## config.mk

```make
export PLATFORM = sky130hd
export DESIGN_NAME = ubt_burst_tx
export DESIGN_NICKNAME = d
export VERILOG_FILES = /design/src/include/ubt_pkg.sv /design/src/core/ubt_fifo.sv /design/src/core/ubt_burst_tx.sv
export SDC_FILE = /design/constraint.sdc
export NUM_CORES = 1
export LEC_CHECK = 0
export ABC_AREA = 1
export BUFFER_PORTS_ARGS = -buffer_cell sky130_fd_sc_hd__buf_2
export CORE_UTILIZATION = 55
export DETAILED_ROUTE_END_ITERATION = 8
export GPL_ROUTABILITY_DRIVEN = 0
export PLACE_DENSITY = 0.83
export SYNTH_ARGS = -nofsm -noshare
export SYNTH_HDL_FRONTEND = slang
export SYNTH_SLANG_ARGS = --single-unit
```

## constraint.sdc

```tcl
create_clock -name clk_sys -period 8.4 [get_ports clk_sys]
set_clock_uncertainty 0.05 [all_clocks]
set_input_delay 1.26 -clock clk_sys [delete_from_list [all_inputs] [get_ports clk_sys]]
set_output_delay 1.26 -clock clk_sys [all_outputs]
set_load 0.1 [all_outputs]
```

## src/include/ubt_pkg.sv

```systemverilog
/*
 * package for the upstream burst timing front end: modes, rates, timing constants.
 * assumes a single 200 MHz system clock; no software-visible registers.
 */
package ubt_pkg;

    // clock and slot timing
    localparam int  CLK_MHZ          = 200;
    localparam real SLOT_US          = 6.25;                      // minislot tick
    localparam int  SLOT_CYC         = int'(SLOT_US * CLK_MHZ);   // 1250 cycles
    localparam int  SLOT_SYMS        = 16;                        // symbols per tick at fastest rate
    localparam int  FAST_RATE_KSPS   = 2560;
    // cycles per symbol at fastest rate, derived from tick length
    localparam int  SYM_CYC_FAST     = SLOT_CYC / SLOT_SYMS;      // 78 (round down)
    localparam int  GUARD_SYMS_MIN   = 5;
    localparam int  GUARD_TIME_ADJ   = 1;                         // guard time = band minus one

    // modulation formats
    typedef enum logic [0:0] {UBT_QPSK, UBT_QAM16} ubt_mod_t;

    // five symbol rates: divider shift from fastest rate
    typedef enum logic [2:0] {
        UBT_R2560, UBT_R1280, UBT_R640, UBT_R320, UBT_R160
    } ubt_rate_t;

    localparam logic [14:0] SCR_SEED_RST = 15'h0000;
    localparam logic [14:0] SCR_TAPS     = 15'h6000;               // x15 + x14 + 1 feedback

    // default preamble length in pattern bytes
    localparam logic [7:0]  PRE_LEN_RST  = 8'h00;

endpackage

```

## src/core/ubt_fifo.sv

```systemverilog
/*
 * parameterised synchronous fifo with valid/ready on both sides.
 * assumes one clock and an asynchronous active-high reset.
 */
`timescale 1ns/1ps
module ubt_fifo #(
    parameter int WIDTH = 8,
    parameter int DEPTH = 16
) (
    input  wire logic             clk_sys,
    input  wire logic             sys_rst,
    input  wire logic [WIDTH-1:0] in_data,
    input  wire logic             in_valid,
    output logic                  in_ready,
    output logic [WIDTH-1:0]      out_data,
    output logic                  out_valid,
    input  wire logic             out_ready,
    output logic [$clog2(DEPTH):0] level
);
    localparam int AW = $clog2(DEPTH);

    initial begin
        if (DEPTH < 2 || (1 << AW) != DEPTH) $error("ubt_fifo: depth must be a power of two");
    end

    logic [WIDTH-1:0] mem [DEPTH];
    logic [AW:0]      wr_q;
    logic [AW:0]      rd_q;
    wire              push = in_valid && in_ready;
    wire              pop  = out_valid && out_ready;

    ////////////////////////////////////////////////////////////////////////
    // honest full/empty from the extra pointer bit
    assign in_ready  = (wr_q - rd_q) != (AW+1)'(DEPTH);
    assign out_valid = wr_q != rd_q;
    assign out_data  = mem[rd_q[AW-1:0]];
    assign level     = wr_q - rd_q;

    // storage has no reset; contents are only read when valid
    always_ff @(posedge clk_sys) begin
        if (push) mem[wr_q[AW-1:0]] <= in_data;
    end

    always_ff @(posedge clk_sys or posedge sys_rst) begin
        if (sys_rst) begin
            wr_q <= '0;
            rd_q <= '0;
        end else begin
            if (push) wr_q <= wr_q + 1'b1;
            if (pop)  rd_q <= rd_q + 1'b1;
        end
    end
endmodule

```

## src/core/ubt_burst_tx.sv

```systemverilog
/*
 * upstream burst transmit front end: buffers one burst of mac bytes, then at
 * the scheduled tick prepends preamble, scrambles, maps and emits symbols.
 * assumes the mac side presents a whole burst with last marked, and the
 * headend time reference arrives as a pin pulse marking tick zero.
 */
`timescale 1ns/1ps
module ubt_burst_tx
    import ubt_pkg::*;
#(
    parameter int FIFO_DEPTH = 16,
    parameter int SLOT_CYCLES = SLOT_CYC
) (
    input  wire logic                 clk_sys,
    input  wire logic                 sys_rst,
    // headend time reference pin, one pulse per tick zero
    input  wire logic                 time_ref_pin,
    // per-burst settings, sampled with the first byte; cfg_scr_seed taken while waiting for the tick
    input  wire ubt_pkg::ubt_mod_t    cfg_mod,
    input  wire ubt_pkg::ubt_rate_t   cfg_rate,
    input  wire logic [7:0]           cfg_pre_len,
    input  wire logic [7:0]           cfg_pre_pat,
    input  wire logic                 cfg_scr_en,
    input  wire logic [14:0]          cfg_scr_seed,
    input  wire logic                 cfg_diff_en,
    input  wire logic [15:0]          cfg_start_tick,
    input  wire logic                 cfg_overlap,
    // mac byte stream
    input  wire logic [7:0]           mac_data,
    input  wire logic                 mac_last,
    input  wire logic                 mac_valid,
    output logic                      mac_ready,
    // symbol stream to the shaping modulator
    output logic [3:0]                sym_data,
    output logic                      sym_valid,
    output logic                      sym_first,
    output logic                      sym_last,
    output logic                      sym_is_qam16,
    output logic                      ramp_hold,
    output logic [15:0]               tick_count,
    output logic                      busy
);
    localparam int TW = $clog2(SLOT_CYCLES);
    initial begin
        if (FIFO_DEPTH != 16) $error("ubt_burst_tx: burst buffer sized for 16 words");
        if (SLOT_CYCLES < SLOT_SYMS) $error("ubt_burst_tx: tick too short");
    end
    typedef enum logic [2:0] {S_FILL, S_WAIT, S_PRE, S_DATA, S_DONE} ubt_state_t;
    // one step of the scrambler lfsr
    function automatic logic [14:0] scr_step(input logic [14:0] s);
        return {s[13:0], ^(s & SCR_TAPS)};
    endfunction

    ////////////////////////////////////////////////////////////////////////
    // time reference synchroniser and local tick timebase
    logic       ref_s1_q, ref_s2_q, ref_s3_q;
    logic [TW-1:0] tcnt_q;
    logic [15:0]   tick_q;
    wire        ref_edge = ref_s2_q && !ref_s3_q;
    wire        tick_end = tcnt_q == TW'(SLOT_CYCLES - 1);

    always_ff @(posedge clk_sys or posedge sys_rst) begin
        if (sys_rst) begin
            ref_s1_q <= 1'b0;
            ref_s2_q <= 1'b0;
            ref_s3_q <= 1'b0;
        end else begin
            ref_s1_q <= time_ref_pin;
            ref_s2_q <= ref_s1_q;
            ref_s3_q <= ref_s2_q;
        end
    end

    // tick counter realigned on each reference edge
    always_ff @(posedge clk_sys or posedge sys_rst) begin
        if (sys_rst) begin
            tcnt_q <= '0;
            tick_q <= '0;
        end else if (ref_edge) begin
            tcnt_q <= '0;
            tick_q <= '0;
        end else if (tick_end) begin
            tcnt_q <= '0;
            tick_q <= tick_q + 16'h0001;
        end else begin
            tcnt_q <= tcnt_q + 1'b1;
        end
    end
    assign tick_count = tick_q;

    ////////////////////////////////////////////////////////////////////////
    // burst buffer; fill side stalls while a burst is in flight
    ubt_state_t    st_q, st_d;
    logic [7:0]    fb_data;
    logic          fb_valid, fb_ready, fi_ready;
    logic [4:0]    fb_level;
    logic [4:0]    count_q;
    logic          last_seen_q;
    wire           fill_ok = (st_q == S_FILL) && !last_seen_q;
    wire           push    = mac_valid && mac_ready;

    assign mac_ready = fi_ready && fill_ok;

    ubt_fifo #(.WIDTH(8), .DEPTH(FIFO_DEPTH)) u_buf (
        .clk_sys   (clk_sys),
        .sys_rst   (sys_rst),
        .in_data   (mac_data),
        .in_valid  (mac_valid && fill_ok),
        .in_ready  (fi_ready),
        .out_data  (fb_data),
        .out_valid (fb_valid),
        .out_ready (fb_ready),
        .level     (fb_level)
    );

    ////////////////////////////////////////////////////////////////////////
    // burst settings latched with the first byte
    ubt_mod_t    mod_q;
    ubt_rate_t   rate_q;
    logic [7:0]  pre_len_q, pre_pat_q;
    logic        scr_en_q, diff_q, ovl_q;
    logic [14:0] scr_q;
    logic [15:0] start_q;

    always_ff @(posedge clk_sys or posedge sys_rst) begin
        if (sys_rst) begin
            mod_q     <= UBT_QPSK;
            rate_q    <= UBT_R2560;
            pre_len_q <= PRE_LEN_RST;
            pre_pat_q <= 8'h00;
            scr_en_q  <= 1'b0;
            diff_q    <= 1'b0;
            ovl_q     <= 1'b0;
            start_q   <= 16'h0000;
        end else if (push && count_q == 5'h00) begin
            mod_q     <= cfg_mod;
            rate_q    <= cfg_rate;
            pre_len_q <= cfg_pre_len;
            pre_pat_q <= cfg_pre_pat;
            scr_en_q  <= cfg_scr_en;
            diff_q    <= cfg_diff_en;
            ovl_q     <= cfg_overlap;
            start_q   <= cfg_start_tick;
        end
    end

    ////////////////////////////////////////////////////////////////////////
    // symbol-rate enable: fastest symbol period shifted by the rate code
    logic [11:0] sdiv_q;
    wire  [11:0] sym_period = 12'(SYM_CYC_FAST) << rate_q;
    wire         sym_en     = sdiv_q == 12'h000;
    wire         sending    = (st_q == S_PRE) || (st_q == S_DATA);

    always_ff @(posedge clk_sys or posedge sys_rst) begin
        if (sys_rst) sdiv_q <= 12'h000;
        else if (!sending || sym_en) sdiv_q <= sym_period - 12'h001;
        else sdiv_q <= sdiv_q - 12'h001;
    end

    ////////////////////////////////////////////////////////////////////////
    // symbol builder: shifts bits msb first, qpsk 2 bits, 16qam 4 bits
    logic [7:0]  sh_q;
    logic [2:0]  bits_q;           // symbols left in shift register
    logic [7:0]  pre_cnt_q;        // pattern bytes left, four symbols each
    logic [1:0]  quad_q;           // previous quadrant for differential
    wire  [2:0]  bps      = (mod_q == UBT_QAM16) ? 3'd4 : 3'd2;
    wire  [3:0]  raw_sym  = (mod_q == UBT_QAM16) ? sh_q[7:4] : {sh_q[7:6], 2'b00};
    wire  [1:0]  ph       = {raw_sym[3], raw_sym[2]};
    // quadrant rotation by gray phase code: 00/0, 01/90, 11/180, 10/270
    wire  [1:0]  rot      = {ph[1], ph[1] ^ ph[0]};
    wire  [1:0]  new_quad = diff_q ? rotate(quad_q, rot) : ph;
    wire         need_ld  = bits_q == 3'd0;
    wire         data_ld  = (st_q == S_DATA) && need_ld && fb_valid;
    wire         pre_ld   = (st_q == S_PRE) && need_ld;
    wire         emit     = sending && sym_en && !need_ld;
    wire         scr_bit  = scr_en_q && (st_q == S_DATA);
    // quadrant after n quarter turns around the ring 11,01,00,10; ring index is {~q0, q1^q0}
    function automatic logic [1:0] rotate(input logic [1:0] q, input logic [1:0] n);
        logic [1:0] idx;
        idx = 2'({~q[0], q[1] ^ q[0]} + n);    // wraps around the ring on purpose
        return {~(idx[1] ^ idx[0]), ~idx[1]};
    endfunction
    assign fb_ready = data_ld;
    // scrambled byte: xor each bit with successive lfsr output
    logic [7:0]  scr_byte;
    logic [14:0] scr_nx;
    always_comb begin
        scr_nx   = scr_q;
        scr_byte = fb_data;
        for (int i = 7; i >= 0; i--) begin
            if (scr_bit) scr_byte[i] = fb_data[i] ^ scr_nx[14];
            if (scr_bit) scr_nx = scr_step(scr_nx);
        end
    end
    always_ff @(posedge clk_sys or posedge sys_rst) begin
        if (sys_rst) begin
            sh_q      <= 8'h00;
            bits_q    <= 3'd0;
            pre_cnt_q <= 8'h00;
            quad_q    <= 2'b00;
            scr_q     <= SCR_SEED_RST;
        end else if (st_q == S_WAIT) begin
            bits_q    <= 3'd0;
            pre_cnt_q <= pre_len_q;
            quad_q    <= 2'b00;
            scr_q     <= cfg_scr_seed;
        end else if (pre_ld && pre_cnt_q != 8'h00) begin
            sh_q      <= pre_pat_q;
            bits_q    <= 3'd4;                    // preamble always two-bit symbols
            pre_cnt_q <= pre_cnt_q - 8'h01;
        end else if (data_ld) begin
            sh_q      <= scr_byte;
            bits_q    <= (mod_q == UBT_QAM16) ? 3'd2 : 3'd4;   // symbols per byte
            scr_q     <= scr_nx;
        end else if (emit) begin
            sh_q      <= sh_q << ((st_q == S_PRE) ? 2 : bps);
            bits_q    <= bits_q - 3'd1;
            quad_q    <= new_quad;
        end
    end

    ////////////////////////////////////////////////////////////////////////
    // burst sequence: fill, wait for tick, preamble, payload
    always_comb st_d = next_state(st_q);   // a process, so reads inside the function wake it
    function automatic ubt_state_t next_state(input ubt_state_t s);
        case (s)
            S_FILL:  return last_seen_q ? S_WAIT : S_FILL;
            // start exactly at the scheduled tick edge
            S_WAIT:  return (tick_end && (tick_q + 16'h0001) == start_q) ? S_PRE : S_WAIT;
            S_PRE:   return (pre_cnt_q == 8'h00 && need_ld) ? S_DATA : S_PRE;
            S_DATA:  return (!fb_valid && need_ld) ? S_DONE : S_DATA;
            S_DONE:  return S_FILL;
            default: return S_FILL;
        endcase
    endfunction
    always_ff @(posedge clk_sys or posedge sys_rst) begin
        if (sys_rst) begin
            st_q        <= S_FILL;
            count_q     <= 5'h00;
            last_seen_q <= 1'b0;
        end else begin
            st_q <= st_d;
            if (push) count_q <= count_q + 5'h01;
            if (push && (mac_last || count_q == 5'(FIFO_DEPTH - 1))) last_seen_q <= 1'b1;
            if (st_q == S_DONE) begin
                count_q     <= 5'h00;
                last_seen_q <= 1'b0;
            end
        end
    end

    ////////////////////////////////////////////////////////////////////////
    // output symbol register; gapless once started
    logic first_q;
    wire  emit_last = emit && (st_q == S_DATA) && bits_q == 3'd1 && !fb_valid;   // guard counts from here

    always_ff @(posedge clk_sys or posedge sys_rst) begin
        if (sys_rst) begin
            sym_data     <= 4'h0;
            sym_valid    <= 1'b0;
            sym_first    <= 1'b0;
            sym_last     <= 1'b0;
            sym_is_qam16 <= 1'b0;
            first_q      <= 1'b0;
        end else begin
            sym_valid <= emit;
            sym_first <= emit && first_q;
            sym_last  <= emit_last;
            if (st_q == S_WAIT) first_q <= 1'b1;
            else if (emit) first_q <= 1'b0;
            if (emit) begin
                sym_data     <= {new_quad, (st_q == S_DATA && mod_q == UBT_QAM16) ? raw_sym[1:0] : 2'b00};
                sym_is_qam16 <= (st_q == S_DATA) && (mod_q == UBT_QAM16);
            end
        end
    end

    // ramp hold tells the shaper not to ramp down between overlapping bursts
    assign ramp_hold = ovl_q && (st_q != S_FILL || fb_level != 5'h00);
    assign busy      = st_q != S_FILL;
endmodule

```

# == Word level (Yosys, flattened, before mapping) ==
# Memory sizes are Yosys's and may differ from the RTL's.
# Cells that the tools add are included.
# word_totals
regBits,145
latch_bits,0
mem_bits_rw,128
romBits,0
inputBits,67
output_inout_bits,27
word_cells,188
n_memories,1
# op_classes
add_sub_neg,11
n_mul,0
n_div,0
n_lt_le_gt_ge,0
eq_ne,12
shifts,2
n_mux,56
bitwise_logic,15
reduce_logical,61
# memory_table
name,words,width,rd,rd_clocked_by_memory_dff,write_ports,line_no,rtl
u_buf.mem,16,8,1,0,1,ubt_fifo.sv:26,logic [WIDTH-1:0] mem [DEPTH];
# op_table
cell,count
$mux W15,11
$reduce_xor A15 Y1,8
$mux W8,5
$mux W16,2
$logic_and A1 B1 Y1,25
$mux W3,8
$sub A12 B1 Y12 const B,2
$mux W11,2
$add A16 B1 Y16 const B,1
$eq A16 B16 Y1,1
$mux W1,16
$mux W2,8
$add A5 B1 Y5 const B,3
$logic_not A12 Y1,1
$mux W12,1
$pmux W3 S4,1
$reduce_bool A2 Y1,6
$shl A7 B3 Y12 const A,1
$add A11 B1 Y11 const B,1
$eq A11 B11 Y1 const B,1
$xor A1 B1 Y1,11
$mux W5,2
$logic_not A8 Y1,1
$reduce_bool A8 Y1,1
22 further kinds,38

# == Depth between registers and ports, before layout ==
# depth
ltp_word,20
ltp_mapped,18
mapped_depth_nobuf,15

# == Modules after synthesis ==
# Synthesis repeated with hierarchy kept, for this count alone.
# unflattened
cells_unflattened,1386
area_unflattened_um2,13226.4
# by_module_without_submodules
module,instances,cells_per_inst,area_per_inst_um2,seq_area_each_um2
ubt_burst_tx,1,894,7330.8,3378.2
ubt_fifo,1,492,5895.7,4093.9

# == Least setup slack after synthesis ==
# OpenSTA, ideal clock, no wires.
# synth_timing
path_type,register to output
startpoint,register u_buf.rd_q[1]
endpoint,output ramp_hold
t_arrival_ns,3.863
t_required_ns,7.090
setup_slack_ns,3.227
stages_incl_launch_ff,12
path_buffers,2
cell_sequence,dfrtp_1 -> buf_2 -> clkbuf_1 -> inv_1 -> ha_1 -> inv_1 -> o21bai_2 -> nand3_1 -> nand2_1 -> xor2_1 -> nor2_1 -> a21boi_0
# synth_between
elab_chain_len,4
# synth_rtl
element,line_no,rtl
"start, declared",ubt_fifo.sv:28,logic [AW:0] rd_q;
"start signal, assigned",ubt_fifo.sv:50,if (pop) rd_q <= rd_q + 1'b1;
$sub A5 B5 Y5,ubt_fifo.sv:37,assign level = wr_q - rd_q;
$reduce_bool A5 Y1,ubt_burst_tx.sv:279,assign ramp_hold = ovl_q && (st_q != S_FILL || fb_level != 5'h00);
$logic_or A1 B1 Y1,ubt_burst_tx.sv:279,
$logic_and A1 B1 Y1,ubt_burst_tx.sv:279,
"end, declared",ubt_burst_tx.sv:39,"output logic ramp_hold,"
# No other way between the ends.

# == Final worst setup path ==
# Ends and elaborated chain as after synthesis.

==> flow_summary.json <==
{
  "drt_first_pass_iters": 6,
  "htreeDepth": 1,
  "post-cts-setup-buffer-count": 0,
  "power_mw": 3.92,
  "cts_hold_buffers": 0,
  "path_clk_slew_ns": 0.06,
  "synth.area.top_cells": "edfxtp_1, dfrtp_1, nand2_1",
  "finalCoreUtilization_pct": 63.2,
  "place_area_mm2": 0.0141,
  "grt_max_degree": 80,
  "design_area_mm2": 0.0150,
  "vdd_drop_max_mv": 0.161,
  "wl_per_cell_um": 16.9,
  "cp-endpoint": "ramp_hold",
  "holdWs_ns": 0.312,
  "routed_via_density": 5.64,
  "yosys_most_used_dff": "dfrtp_1",
  "die-area_mm2": 0.0251,
  "dp.cells": 1850,
  "start_util_pct": 56.6,
  "die_w_um": 158,
  "grt_pass1_vias": 10300,
  "fin_tns_setup_ns": 0,
  "cap_violations": 0,
  "fin_ws_ns": 3.65,
  "setup_violations": 0,
  "critical_path_class": "reg2out",
  "fin_cells": 1903,
  "dp_slack_ns": 4.06,
  "tightest_slew_ns": 1.09,
  "grt-ovfl-total": 0,
  "async_flop_share_pct": 53.1,
  "first_iter_violations": 1322,
  "reg2reg_to": "u_buf.mem[0][5]",
  "drc": 0,
  "max_slew_margin_pct": 26.8,
  "vias": 10700,
  "fmax_ghz": 0.211,
  "syn_inst": 1488,
  "final_hold_viol_count": 0,
  "ctsLongestPathBuffers": 3,
  "required_ns": 7.09,
  "finalCritPeriodShare_pct": 56.5,
  "totalWireLength_um": 32200,
  "grt_use_total_pct": 26.2,
  "ys_seq_area_share_pct": 55.6,
  "cts_resized": 0,
  "rr_worst_depth": 13,
  "final_max_slew_viol_count": 0,
  "yosys.area.top_type_share_pct": 28.6,
  "endpoint_kind": "output port",
  "yosysUniqueCellTypes": 51,
  "worst_setup_path_start_kind": "register",
  "syn_area_per_cell_um2": 9.03,
  "rrSetupSlack_ns": 4.05,
  "clkSinkCount": 273,
  "status": "finished clean",
  "syn2layout_area_growth_pct": 11.8,
  "cts_root_buffer": "clkbuf_16",
  "crit_fanout": 62,
  "p_leak_nw": 6.69,
  "clock_latency_ns": 0.56,
  "ios": 94,
  "final_common_cell": "nand2_1",
  "rsz0062_at_grt": "no",
  "synth-seq-cells": 273,
  "drive_gt1_share_pct": 13.8,
  "num_rows": 56,
  "cts_tree": "yes",
  "r2r-start": "u_buf.rd_q[1]",
  "numCtsBuffers": 29,
  "die_y_um": 158,
  "final_antenna_net_count": 0,
  "p_per_area_mw_per_mm2": 261,
  "final_net_count": 1654,
  "layout_min_cycle_time_ns": 4.75,
  "worstSetupStartpoint": "u_buf.rd_q[1]",
  "final_cell_mix": "nand2_1, nor2_1, dfrtp_1",
  "cp.arrival_ns": 3.44,
  "syn_area_mm2": 0.0134,
  "synth_edf_count": 128,
  "hold_path.class": "reg2reg",
  "coreArea_mm2": 0.0238,
  "dp_hpwl_um": 21600,
  "antenna_found_initial": 1,
  "synth_nets": 1580,
  "grt_first_pass_wirelength_um": 51600,
  "ys_warn_count": 0,
  "synth.largest_area_cell": "edfxtp_1",
  "port_buffers": 93
}
[critical path, cell delays in order, from the launching register on]
cell	delay, ns
dfrtp_1	0.32
buf_4	0.46
inv_1	0.26
ha_1	0.36
inv_1	0.05
o21bai_2	0.16
nand3_1	0.09
nand2_1	0.08
xor2_1	0.20
nor2_1	0.06
a21boi_0	0.33
buf_2	0.50
[cell families after synthesis]
kind of cell	after synthesis	synth area share, %
AND/OR/NAND/NOR	753	24.7
flip-flops	273	55.6
AO/OA/AOI/OAI	220	9.67
buffers and inverters	192	6.03
XOR/XNOR	25	1.68
adder cells (fa/ha/maj)	25	2.33
[routing by layer]
metal / wire (um) / GRT usage, % / part of all wire (%)
met5: 0 / 0 / 0
met4: 958 / 9.39 / 3.0
met3: 2500 / 3.62 / 7.8
met2: 15100 / 43.0 / 47
met1: 13700 / 35.7 / 42
[final cells by class]
class	count	area [um2]
Antenna cell	1	2.50
Clock buffer	42	795
Clock inverter	10	161
Fill cell	1859	8730
Inverter	136	515
Multi-Input combinational cell	1023	5170
Sequential cell	273	7470
Tap cell	319	399
Timing Repair Buffer	99	510
[worst min-delay path by stage]
| stage | slack [ns] | depth (start not counted) | end | start |
|---|---|---|---|---|
| after floorplan | 0.28 | 0 | ref_s2_q | ref_s1_q |
| after global placement | 0.30 | 0 | ref_s2_q | ref_s1_q |
| after detailed placement | 0.29 | 0 | ref_s2_q | ref_s1_q |
| after CTS | 0.31 | 0 | ref_s2_q | ref_s1_q |
| after global routing | 0.32 | 0 | ref_s2_q | ref_s1_q |
| final | 0.31 | 0 | ref_s2_q | ref_s1_q |
[cell usage after synthesis, types with 4 or more instances]
cell / n
o21ai_0: 114
nand2_2: 11
nor2_1: 185
xor2_1: 16
nor3_1: 8
o21ai_2: 5
xnor2_1: 8
inv_1: 115
o211ai_1: 30
o21ai_1: 7
clkbuf_1: 20
o22ai_1: 19
dfrtp_1: 145
o221a_2: 7
inv_2: 19
edfxtp_1: 128
buf_4: 4
ha_1: 25
nand3_1: 137
buf_6: 6
nand4_1: 12
a21oi_1: 26
nor3_2: 5
nor2_2: 9
nand3b_1: 9
buf_2: 24
nand2_1: 355
nand2_4: 4
nor2_4: 6
[where the power goes]
group	total [mW]	switching [mW]	internal, mW	leakage (nW)
Sequential	1.75	0.163	1.59	3.01
Combinational	0.867	0.571	0.297	3.21
Clock	1.29	0.516	0.778	0.463
Total	3.92	1.25	2.67	6.69
[state kept, by name (all words and copies together), names as in the netlist, 4 cells and up]
register and flops:
u_buf.mem 128, start_q 16, tick_count 16, scr_q 15, sdiv_q 12, tcnt_q 11
pre_cnt_q 8, pre_len_q 8, pre_pat_q 8, sh_q 8, count_q 5, u_buf.rd_q 5
u_buf.wr_q 5, sym_data 4
Power figures use the tool's default switching activity.
